--- config.mk ---
export PLATFORM = sky130hd
export DESIGN_NAME = hw_ctrl_pins
export DESIGN_NICKNAME = d
export VERILOG_FILES = /design/src/rtl/hw_ctrl_pins.v
export VERILOG_INCLUDE_DIRS = /design/src /design/src/rtl
export SDC_FILE = /design/constraint.sdc
export NUM_CORES = 1
export LEC_CHECK = 0
export CORE_MARGIN = 2
export CORE_UTILIZATION = 60
export CTS_BUF_LIST = sky130_fd_sc_hd__clkbuf_4
export CTS_CLUSTER_SIZE = 14
export DETAILED_ROUTE_END_ITERATION = 8
export DONT_BUFFER_PORTS = 1
export PLACE_DENSITY = 0.76
export SLEW_MARGIN = 40
export SYNTH_ARGS = -nofsm -noshare
export SYNTH_HDL_FRONTEND = slang
export SYNTH_SLANG_ARGS = --single-unit
--- constraint.sdc ---
create_clock -name aclk -period 2.51 [get_ports aclk]
set_input_delay 0.1255 -clock aclk [delete_from_list [all_inputs] [get_ports aclk]]
set_output_delay 0.1255 -clock aclk [all_outputs]
set_load 0.1 [all_outputs]
--- src/rtl/hw_ctrl_regs.vh ---
`ifndef HW_CTRL_REGS_VH
`define HW_CTRL_REGS_VH
// register byte offsets
`define REG_CTRL 5'h00
`define REG_STATUS 5'h04
`define REG_IRQ_STAT 5'h08
`define REG_IRQ_MASK 5'h0C
// ctrl field positions
`define CTRL_CO_MODE 0
`define CTRL_REPEATER_ENABLE_EN 1
`define CTRL_ILT 2
`define CTRL_FAR_END_LOOPBACK 3
// reset values
`define CTRL_RESET 4'h0
`define MASK_RESET 4'h0
// timing: reference clock 250 MHz
`define CLK_HZ 250000000
`define INACT_DELAY_MS 1000
`define SYNC_LOSS_MS 2000
`define INACT_CYCLES (`CLK_HZ / 1000 * `INACT_DELAY_MS)
`define SYNC_LOSS_CYCLES (`CLK_HZ / 1000 * `SYNC_LOSS_MS)
// activation states (one-hot)
`define ST_INACTIVE 4'h1
`define ST_ACTIVATING 4'h2
`define ST_ACTIVE 4'h4
`define ST_DEACT 4'h8
`endif
--- src/rtl/hw_ctrl_pins.v ---
// Added by the designer: the register offsets and register access over AXI4-Lite.
`timescale 1ns/1ps
`default_nettype none
`include "hw_ctrl_regs.vh"
module hw_ctrl_pins #(
  parameter [31:0] INACT_CYC = `INACT_CYCLES,
  parameter [31:0] SYNC_CYC = `SYNC_LOSS_CYCLES
) (
  // clock, reset, enable
  input wire aclk,
  input wire aresetn,
  input wire clk_en,
  // mode straps
  input wire mode_strap_select_n,
  input wire write_strobe_n,
  input wire read_strobe_n,
  // activation machine events and line inputs
  input wire act_request,
  input wire act_done,
  input wire act_fail,
  input wire deact_request,
  input wire remote_tx_present,
  input wire sync_word_lost,
  input wire tx_frame_pulse,
  input wire interface_clock_raw,
  input wire remote_data,
  // axi4-lite write address
  input wire [4:0] s_axi_awaddr,
  input wire s_axi_awvalid,
  output reg s_axi_awready,
  // axi4-lite write data
  input wire [31:0] s_axi_wdata,
  input wire [3:0] s_axi_wstrb,
  input wire s_axi_wvalid,
  output reg s_axi_wready,
  // axi4-lite write response
  output reg [1:0] s_axi_bresp,
  output reg s_axi_bvalid,
  input wire s_axi_bready,
  // axi4-lite read
  input wire [4:0] s_axi_araddr,
  input wire s_axi_arvalid,
  output reg s_axi_arready,
  output reg [31:0] s_axi_rdata,
  output reg [1:0] s_axi_rresp,
  output reg s_axi_rvalid,
  input wire s_axi_rready,
  // status and line outputs
  output reg hw_mode,
  output reg inactive_flag,
  output reg line_energy_lost,
  output reg sync_loss_timeout,
  output reg loop_analog_core,
  output reg rx_data,
  output reg interface_clock,
  output reg ilt_tx_active,
  output reg ilt_sync_word_en,
  output reg irq
);

  // ------------------------------------------------------------
  // synchronisers
  // ------------------------------------------------------------
  reg [2:0] strap_s1_q; // first stage, read only by second
  reg [2:0] strap_s2_q;
  reg ilt_s1_q; // test input sync chain
  reg ilt_s2_q;
  reg far_end_loopback_s1_q;
  reg far_end_loopback_s2_q;
  // declared here: its test bits feed the chains below
  reg [3:0] ctrl_q; // mode, repeater, test, loopback

  // two flops ahead of mode and state logic
  always @(posedge aclk) begin
    if (!aresetn) begin
      strap_s1_q <= 3'h7;
      strap_s2_q <= 3'h7;
      ilt_s1_q <= 1'b0;
      ilt_s2_q <= 1'b0;
      far_end_loopback_s1_q <= 1'b0;
      far_end_loopback_s2_q <= 1'b0;
    end else if (clk_en) begin
      strap_s1_q <= {mode_strap_select_n, write_strobe_n, read_strobe_n};
      strap_s2_q <= strap_s1_q;
      ilt_s1_q <= ctrl_q[`CTRL_ILT];
      ilt_s2_q <= ilt_s1_q;
      far_end_loopback_s1_q <= ctrl_q[`CTRL_FAR_END_LOOPBACK];
      far_end_loopback_s2_q <= far_end_loopback_s1_q;
    end
  end

  // ------------------------------------------------------------
  // registers
  // ------------------------------------------------------------
  reg [3:0] irq_stat_q; // sticky events
  reg [3:0] irq_mask_q;
  reg [3:0] state_q; // activation state, one-hot
  reg [3:0] state_d;
  reg from_active_q; // deactivation began in active
  reg [31:0] inact_cnt_q; // quiet-line timer
  reg [31:0] sync_cnt_q; // sync-loss timer
  reg loop_q; // loopback latched
  wire co_mode = ctrl_q[`CTRL_CO_MODE];
  // hardware mode only while all straps low
  wire hw_sel = (strap_s2_q == 3'h0);

  // decode of a register offset, shared by read and write
  function is_reg;
    input [4:0] addr;
    input [4:0] off;
    begin
      is_reg = (addr[4:2] == off[4:2]);
    end
  endfunction

  // ------------------------------------------------------------
  // activation state machine
  // ------------------------------------------------------------
  // activation states, one-hot
  localparam [3:0] ST_INACTIVE = 4'h1;
  localparam [3:0] ST_ACTIVATING = 4'h2;
  localparam [3:0] ST_ACTIVE = 4'h4;
  localparam [3:0] ST_DEACT = 4'h8;
  // remote-site test may start activation; users must expect it
  wire start_req = act_request | (ilt_s2_q & ~co_mode) | loop_q;
  wire inact_done = (inact_cnt_q >= INACT_CYC - 32'h1);

  // next state
  always @* begin
    state_d = state_q;
    case (state_q)
      ST_INACTIVE: begin
        if (start_req)
          state_d = ST_ACTIVATING;
      end
      ST_ACTIVATING: begin
        if (act_fail)
          state_d = ST_DEACT;
        else if (act_done)
          state_d = ST_ACTIVE;
      end
      ST_ACTIVE: begin
        if (deact_request)
          state_d = ST_DEACT;
      end
      ST_DEACT: begin
        // failed activation skips the wait
        if (!from_active_q)
          state_d = ST_INACTIVE;
        else if (inact_done)
          state_d = ST_INACTIVE;
      end
      default: begin
        state_d = ST_INACTIVE;
      end
    endcase
  end

  // state, timers
  always @(posedge aclk) begin
    if (!aresetn) begin
      state_q <= ST_INACTIVE;
      from_active_q <= 1'b0;
      inact_cnt_q <= 32'h0;
      sync_cnt_q <= 32'h0;
      loop_q <= 1'b0;
    end else if (clk_en) begin
      state_q <= state_d;
      if (state_q == ST_ACTIVE && state_d == ST_DEACT)
        from_active_q <= 1'b1;
      else if (state_q == ST_ACTIVATING)
        from_active_q <= 1'b0;
      // timer restarts while remote still talks
      if (state_q != ST_DEACT || remote_tx_present)
        inact_cnt_q <= 32'h0;
      else if (!inact_done)
        inact_cnt_q <= inact_cnt_q + 32'h1;
      // continuous sync loss only; saturates so the flag stays up
      // for as long as the loss lasts, without wrapping
      if (!sync_word_lost)
        sync_cnt_q <= 32'h0;
      else if (sync_cnt_q != SYNC_CYC)
        sync_cnt_q <= sync_cnt_q + 32'h1;
      // loopback arms only from inactive in central office
      if (!far_end_loopback_s2_q || !co_mode)
        loop_q <= 1'b0;
      else if (state_q == ST_INACTIVE)
        loop_q <= 1'b1;
    end
  end

  // ------------------------------------------------------------
  // outputs
  // ------------------------------------------------------------
  // flags follow the state one cycle late, from flops only
  wire in_inactive = (state_q == ST_INACTIVE);
  wire [3:0] events = {sync_cnt_q == SYNC_CYC, in_inactive, state_q == ST_ACTIVE,
                       loop_q};

  // all outputs registered
  always @(posedge aclk) begin
    if (!aresetn) begin
      hw_mode <= 1'b0;
      inactive_flag <= 1'b0;
      line_energy_lost <= 1'b0;
      sync_loss_timeout <= 1'b0;
      loop_analog_core <= 1'b0;
      rx_data <= 1'b0;
      interface_clock <= 1'b0;
      ilt_tx_active <= 1'b0;
      ilt_sync_word_en <= 1'b0;
      irq <= 1'b0;
    end else if (clk_en) begin
      hw_mode <= hw_sel;
      inactive_flag <= co_mode & in_inactive;
      line_energy_lost <= ~co_mode & in_inactive;
      sync_loss_timeout <= (sync_cnt_q == SYNC_CYC);
      loop_analog_core <= loop_q;
      // loopback forces rx_data high; remote data dropped
      rx_data <= loop_q ? 1'b1 : remote_data;
      // trade-off: repeater copies the frame pulse, no phase search
      // repeater only honoured in central office
      if (co_mode && ctrl_q[`CTRL_REPEATER_ENABLE_EN])
        interface_clock <= tx_frame_pulse;
      else
        interface_clock <= interface_clock_raw;
      ilt_tx_active <= ilt_s2_q;
      ilt_sync_word_en <= ilt_s2_q;
      // interrupt lags its status bit by one cycle
      irq <= |(irq_stat_q & irq_mask_q);
    end
  end

  // ------------------------------------------------------------
  // axi4-lite slave
  // ------------------------------------------------------------
  reg aw_hold_q; // write address taken
  reg w_hold_q; // write data taken
  reg [4:0] aw_addr_q;
  reg [31:0] w_data_q;
  reg [3:0] w_strb_q;
  wire do_wr = aw_hold_q & w_hold_q & ~s_axi_bvalid;
  wire [3:0] w1c = (do_wr && is_reg(aw_addr_q, `REG_IRQ_STAT) && w_strb_q[0]) ?
                   w_data_q[3:0] : 4'h0;

  // write path; sets win over clears
  always @(posedge aclk) begin
    if (!aresetn) begin
      s_axi_awready <= 1'b0;
      s_axi_wready <= 1'b0;
      s_axi_bvalid <= 1'b0;
      s_axi_bresp <= 2'h0;
      aw_hold_q <= 1'b0;
      w_hold_q <= 1'b0;
      aw_addr_q <= 5'h00;
      w_data_q <= 32'h0;
      w_strb_q <= 4'h0;
      ctrl_q <= `CTRL_RESET;
      irq_mask_q <= `MASK_RESET;
      irq_stat_q <= 4'h0;
    end else if (clk_en) begin
      s_axi_awready <= ~aw_hold_q & ~s_axi_awready & s_axi_awvalid;
      s_axi_wready <= ~w_hold_q & ~s_axi_wready & s_axi_wvalid;
      if (s_axi_awvalid && s_axi_awready) begin
        aw_hold_q <= 1'b1;
        aw_addr_q <= s_axi_awaddr;
      end
      if (s_axi_wvalid && s_axi_wready) begin
        w_hold_q <= 1'b1;
        w_data_q <= s_axi_wdata;
        w_strb_q <= s_axi_wstrb;
      end
      irq_stat_q <= (irq_stat_q & ~w1c) | events;
      if (do_wr) begin
        aw_hold_q <= 1'b0;
        w_hold_q <= 1'b0;
        s_axi_bvalid <= 1'b1;
        s_axi_bresp <= 2'h0;
        // only lane 0 holds register bits; other lanes are ignored
        if (w_strb_q[0]) begin
          if (is_reg(aw_addr_q, `REG_CTRL))
            ctrl_q <= w_data_q[3:0];
          else if (is_reg(aw_addr_q, `REG_IRQ_MASK))
            irq_mask_q <= w_data_q[3:0];
          else if (!is_reg(aw_addr_q, `REG_IRQ_STAT) && !is_reg(aw_addr_q, `REG_STATUS))
            s_axi_bresp <= 2'h2; // unmapped: slverr
        end
      end else if (s_axi_bvalid && s_axi_bready) begin
        s_axi_bvalid <= 1'b0;
      end
    end
  end

  // read path: one cycle after address accepted
  always @(posedge aclk) begin
    if (!aresetn) begin
      s_axi_arready <= 1'b0;
      s_axi_rvalid <= 1'b0;
      s_axi_rdata <= 32'h0;
      s_axi_rresp <= 2'h0;
    end else if (clk_en) begin
      s_axi_arready <= ~s_axi_arready & ~s_axi_rvalid & s_axi_arvalid;
      if (s_axi_arvalid && s_axi_arready) begin
        s_axi_rvalid <= 1'b1;
        s_axi_rresp <= 2'h0;
        if (is_reg(s_axi_araddr, `REG_CTRL))
          s_axi_rdata <= {28'h0, ctrl_q};
        else if (is_reg(s_axi_araddr, `REG_STATUS))
          // status word: mode, timeout, loop, state, deact origin
          s_axi_rdata <= {24'h0, hw_mode, sync_loss_timeout, loop_q, state_q, from_active_q};
        else if (is_reg(s_axi_araddr, `REG_IRQ_STAT))
          s_axi_rdata <= {28'h0, irq_stat_q};
        else if (is_reg(s_axi_araddr, `REG_IRQ_MASK))
          s_axi_rdata <= {28'h0, irq_mask_q};
        else begin
          s_axi_rdata <= 32'h0;
          s_axi_rresp <= 2'h2;
        end
      end else if (s_axi_rvalid && s_axi_rready) begin
        s_axi_rvalid <= 1'b0;
      end
    end
  end

endmodule
`default_nettype wire

==> flow_metrics.env <==
export IMPL_grtUsageTotal=0.276
export IMPL_drt_drc_violations_left=0
export IMPL_clkPwrFrac=0.371
export IMPL_via_count=5385
export IMPL_netlist_instances=707
export IMPL_synthesis_yosys_warnings=0
export IMPL_grt_pass1_wl_um=24400
export IMPL_n_fill_cell=759
export IMPL_timing_hold_worst_class="primary input to register"
export IMPL_p_int_mw=2.84
export IMPL_timing_final_hold_violations=0
export IMPL_num_io_pins=117
export IMPL_cts_num_sinks=126
export IMPL_worst_relative_slew_slack=0.517
export IMPL_grt_remaining_overflow=0
export IMPL_worstPathMaxFanout=11
export IMPL_htree_num_levels=4
export IMPL_fin_skew_ns=0.0213
export IMPL_final_net_count=834
export IMPL_timing_critical_path_from_type="register"
export IMPL_worst_hold_startpoint="s_axi_arvalid"
export IMPL_clockRootBuffer="sky130_fd_sc_hd__clkbuf_4"
export IMPL_timing_setup_tns_ns=0
export IMPL_grt_start_max_net_pins=59
export IMPL_floorplan_die_width_um=104
export IMPL_first_global_vias=5173
export IMPL_ys_seq_elements=126
export IMPL_worst_setup_path_end_kind="register"
export IMPL_syn_mean_instance_area_sq_um=8.48
export IMPL_port_buffers=0
export IMPL_tightestPinTransition_ns=0.718
export IMPL_critPathLaunch="s_axi_arready"
export IMPL_finalWeightedCongestion=0.832
export IMPL_antenna_cells_inserted=0
export IMPL_rsz0062_at_grt="false"
export IMPL_place_detailed_instances=842
export IMPL_die_area_sq_um=10800
export IMPL_worst_r2r_startpoint="s_axi_arready"
export IMPL_final_period_minus_worst_setup_slack_ns=2.35
export IMPL_tritoncts_clock_tree="yes"
export IMPL_synth_seq_area_share=0.421
export IMPL_dominantRegCellSynth="sky130_fd_sc_hd__dfxtp_1"
export IMPL_yosys_top_cells_count="126 x sky130_fd_sc_hd__dfxtp_1, 84 x sky130_fd_sc_hd__nor2_1, 70 x sky130_fd_sc_hd__nand2_1"
export IMPL_critPathArrivalTime_ns=2.87
export IMPL_crit_required_ns=3.04
export IMPL_swShare=0.298
export IMPL_peak_freq_ghz=0.426
export IMPL_netlist_area_before_placement_sq_um=6000
export IMPL_worstSetupPathType="register to register"
export IMPL_clockBufferDepth=2
export IMPL_final_max_slew_viol_count=0
export IMPL_layout_worst_path_cycle_share=0.936
export IMPL_detail_route_vias_per_cell=5.91
export IMPL_initial_antenna_violation_count=0
export IMPL_switching_power_total_mw=1.20
export IMPL_yosysTopAreaCellShare=0.421
export IMPL_layout_drive_gt1_share=0.107
export IMPL_vdd_ir_drop_worst_uv=484
export IMPL_clkLatencyLatePin_ns=0.57
export IMPL_register_clock_pin_slew_on_the_reported_worst_setup_and_hold_paths_ns=0.12
export IMPL_detailed_place_hpwl_um=9270
export IMPL_layout_area_overhead_vs_synth_pct=14.8
export IMPL_leakage_power_nw=2.56
export IMPL_cts_buffers_inserted=17
export IMPL_drv_max_cap_violation_count=0
export IMPL_total_power_mw=4.04
export IMPL_outcome="completed"
export IMPL_synth_area_leaders="sky130_fd_sc_hd__dfxtp_1 42%, sky130_fd_sc_hd__mux2i_1 6.5%, sky130_fd_sc_hd__nor2_1 5.3%"
export IMPL_cellPowerDensity_nw_per_um2=587
export IMPL_power_frac_seq=0.508
export IMPL_synth_enable_flop_cells=0
export IMPL_synthArstFlopShare=0
export IMPL_pwr_share_comb=0.121
export IMPL_die_y_um=104
export IMPL_final_non_filler_cell_total=911
export IMPL_drt_total_wl_um=14500
export IMPL_drt_pass1_iterations=5
export IMPL_start_util=0.616
export IMPL_post_synth_top_area_cell="sky130_fd_sc_hd__dfxtp_1"
export IMPL_drt_antenna_violating_nets=0
export IMPL_yosysMostFrequentCell="sky130_fd_sc_hd__dfxtp_1"
export IMPL_synth_lib_cells_used_distinct=50
export IMPL_placeableCoreArea_sq_um=9730
export IMPL_setup_violations_final=0
export IMPL_avgRoutedWirePerCell_um=15.9
export IMPL_first_iter_violations=440
export IMPL_std_cell_rows=36
==> final cells by class <==
cell class | count | area [sq um] | area share
clock buffer | 18 | 135 | 0.0196
clock inverter | 14 | 166 | 0.0242
inverter | 20 | 75.1 | 0.0109
multi-input combinational | 525 | 3150 | 0.458
sequential | 126 | 2520 | 0.366
tap | 133 | 166 | 0.0242
timing repair buffer | 75 | 666 | 0.0967
==> power groups by stage <==
stage | clock (mW) | sequential [mW] | combinational (mW)
floorplan | 0 | 2.16 | 0.338
global placement | 0 | 2.09 | 0.408
detailed placement | 0 | 2.09 | 0.415
CTS | 1.52 | 2.05 | 0.482
global route | 1.60 | 2.06 | 0.513
finish | 1.50 | 2.05 | 0.489
==> worst paths after layout <==
check | endpoint | slack [ns] | depth (start not counted)
max | s_axi_rresp[1] | 0.16 | 6
min | s_axi_rvalid | 0.003 | 3
max reg2reg | s_axi_rresp[1] | 0.16 | 6
min reg2reg | inact_cnt_q[27] | 0.46 | 2
==> layer usage <==
| layer | GRT usage | routed length, um | vias up |
|---|---|---|---|
| met5 | 0 | 0 | - |
| met2 | 0.463 | 6990 | 195 |
| met1 | 0.338 | 6330 | 2562 |
| met3 | 0.0808 | 939 | 25 |
| met4 | 0.0965 | 251 | 0 |
| li1 | - | - | 2603 |
==> cell usage in the layout (no fill, tap or decap), types with 13 or more instances in the layout <==
cell and n:
sky130_fd_sc_hd__nand2_1 70, sky130_fd_sc_hd__nor4_1 18, sky130_fd_sc_hd__or4_1 18, sky130_fd_sc_hd__buf_4 38, sky130_fd_sc_hd__a21oi_1 48, sky130_fd_sc_hd__nor3_1 13, sky130_fd_sc_hd__o21ai_0 14, sky130_fd_sc_hd__inv_1 19
sky130_fd_sc_hd__nor2_1 83, sky130_fd_sc_hd__o31ai_1 20, sky130_fd_sc_hd__and3_1 13, sky130_fd_sc_hd__nand4_1 15, sky130_fd_sc_hd__dfxtp_1 125, sky130_fd_sc_hd__conb_1 26, sky130_fd_sc_hd__or3_1 17, sky130_fd_sc_hd__clkbuf_4 18
sky130_fd_sc_hd__xnor2_1 22, sky130_fd_sc_hd__mux2i_1 39, sky130_fd_sc_hd__nand3_1 25, sky130_fd_sc_hd__dlygate4sd3_1 36
==> flip-flops by register name (all words and copies together), names as in the netlist, 3 cells and up <==
signal,cells
w_data_q,4
inact_cnt_q,32
ctrl_q,4
aw_addr_q,3
state_q,4
s_axi_rdata,8
irq_mask_q,4
strap_s2_q,3
strap_s1_q,3
irq_stat_q,4
sync_cnt_q,32
==> kinds of logic (layout without fill, tap and decap cells) <==
group           Yosys count  after routing  synth area share
compound gates          119            119             0.129
xor+xnor                 25             25            0.0365
fa+ha+maj                 3              3           0.00626
buf+inv                  81            127            0.0703
flops                   126            126             0.421
mux                      40             40            0.0670
other cells               1             26          0.000625
simple gates            312            312             0.270
==> per-stage QoR <==
stage	utilization	hold slack, ns	instance area [sq um]	setup slack [ns]
global placement	0.637	0.195	6200	0.311
finish	0.708	0.00344	6890	0.162
global route	0.708	0.00417	6890	0.0357
floorplan	-	0.254	6090	0.442
detailed placement	0.638	0.198	6200	0.242
CTS	0.708	0.00958	6890	0.0765
==> worst max-delay path, stage by stage (launching register included) <==
cell and delay, ns:
sky130_fd_sc_hd__dfxtp_1 0.33, sky130_fd_sc_hd__buf_4 0.31, sky130_fd_sc_hd__and3_2 0.37, sky130_fd_sc_hd__nand2_1 0.07, sky130_fd_sc_hd__dlygate4sd3_1 0.56, sky130_fd_sc_hd__a21oi_1 0.12, sky130_fd_sc_hd__dlygate4sd3_1 0.55
==> timing repair <==
| action | in CTS | in global routing |
|---|---|---|
| hold buffers | 37 | 0 |
| setup endpoints to repair | 0 | 1 |
| resized for setup | 0 | 1 |
| endpoints found under the hold margin | 118 | 0 |
| buffers inserted | 0 | 0 |
Power figures use the tool's default switching activity.
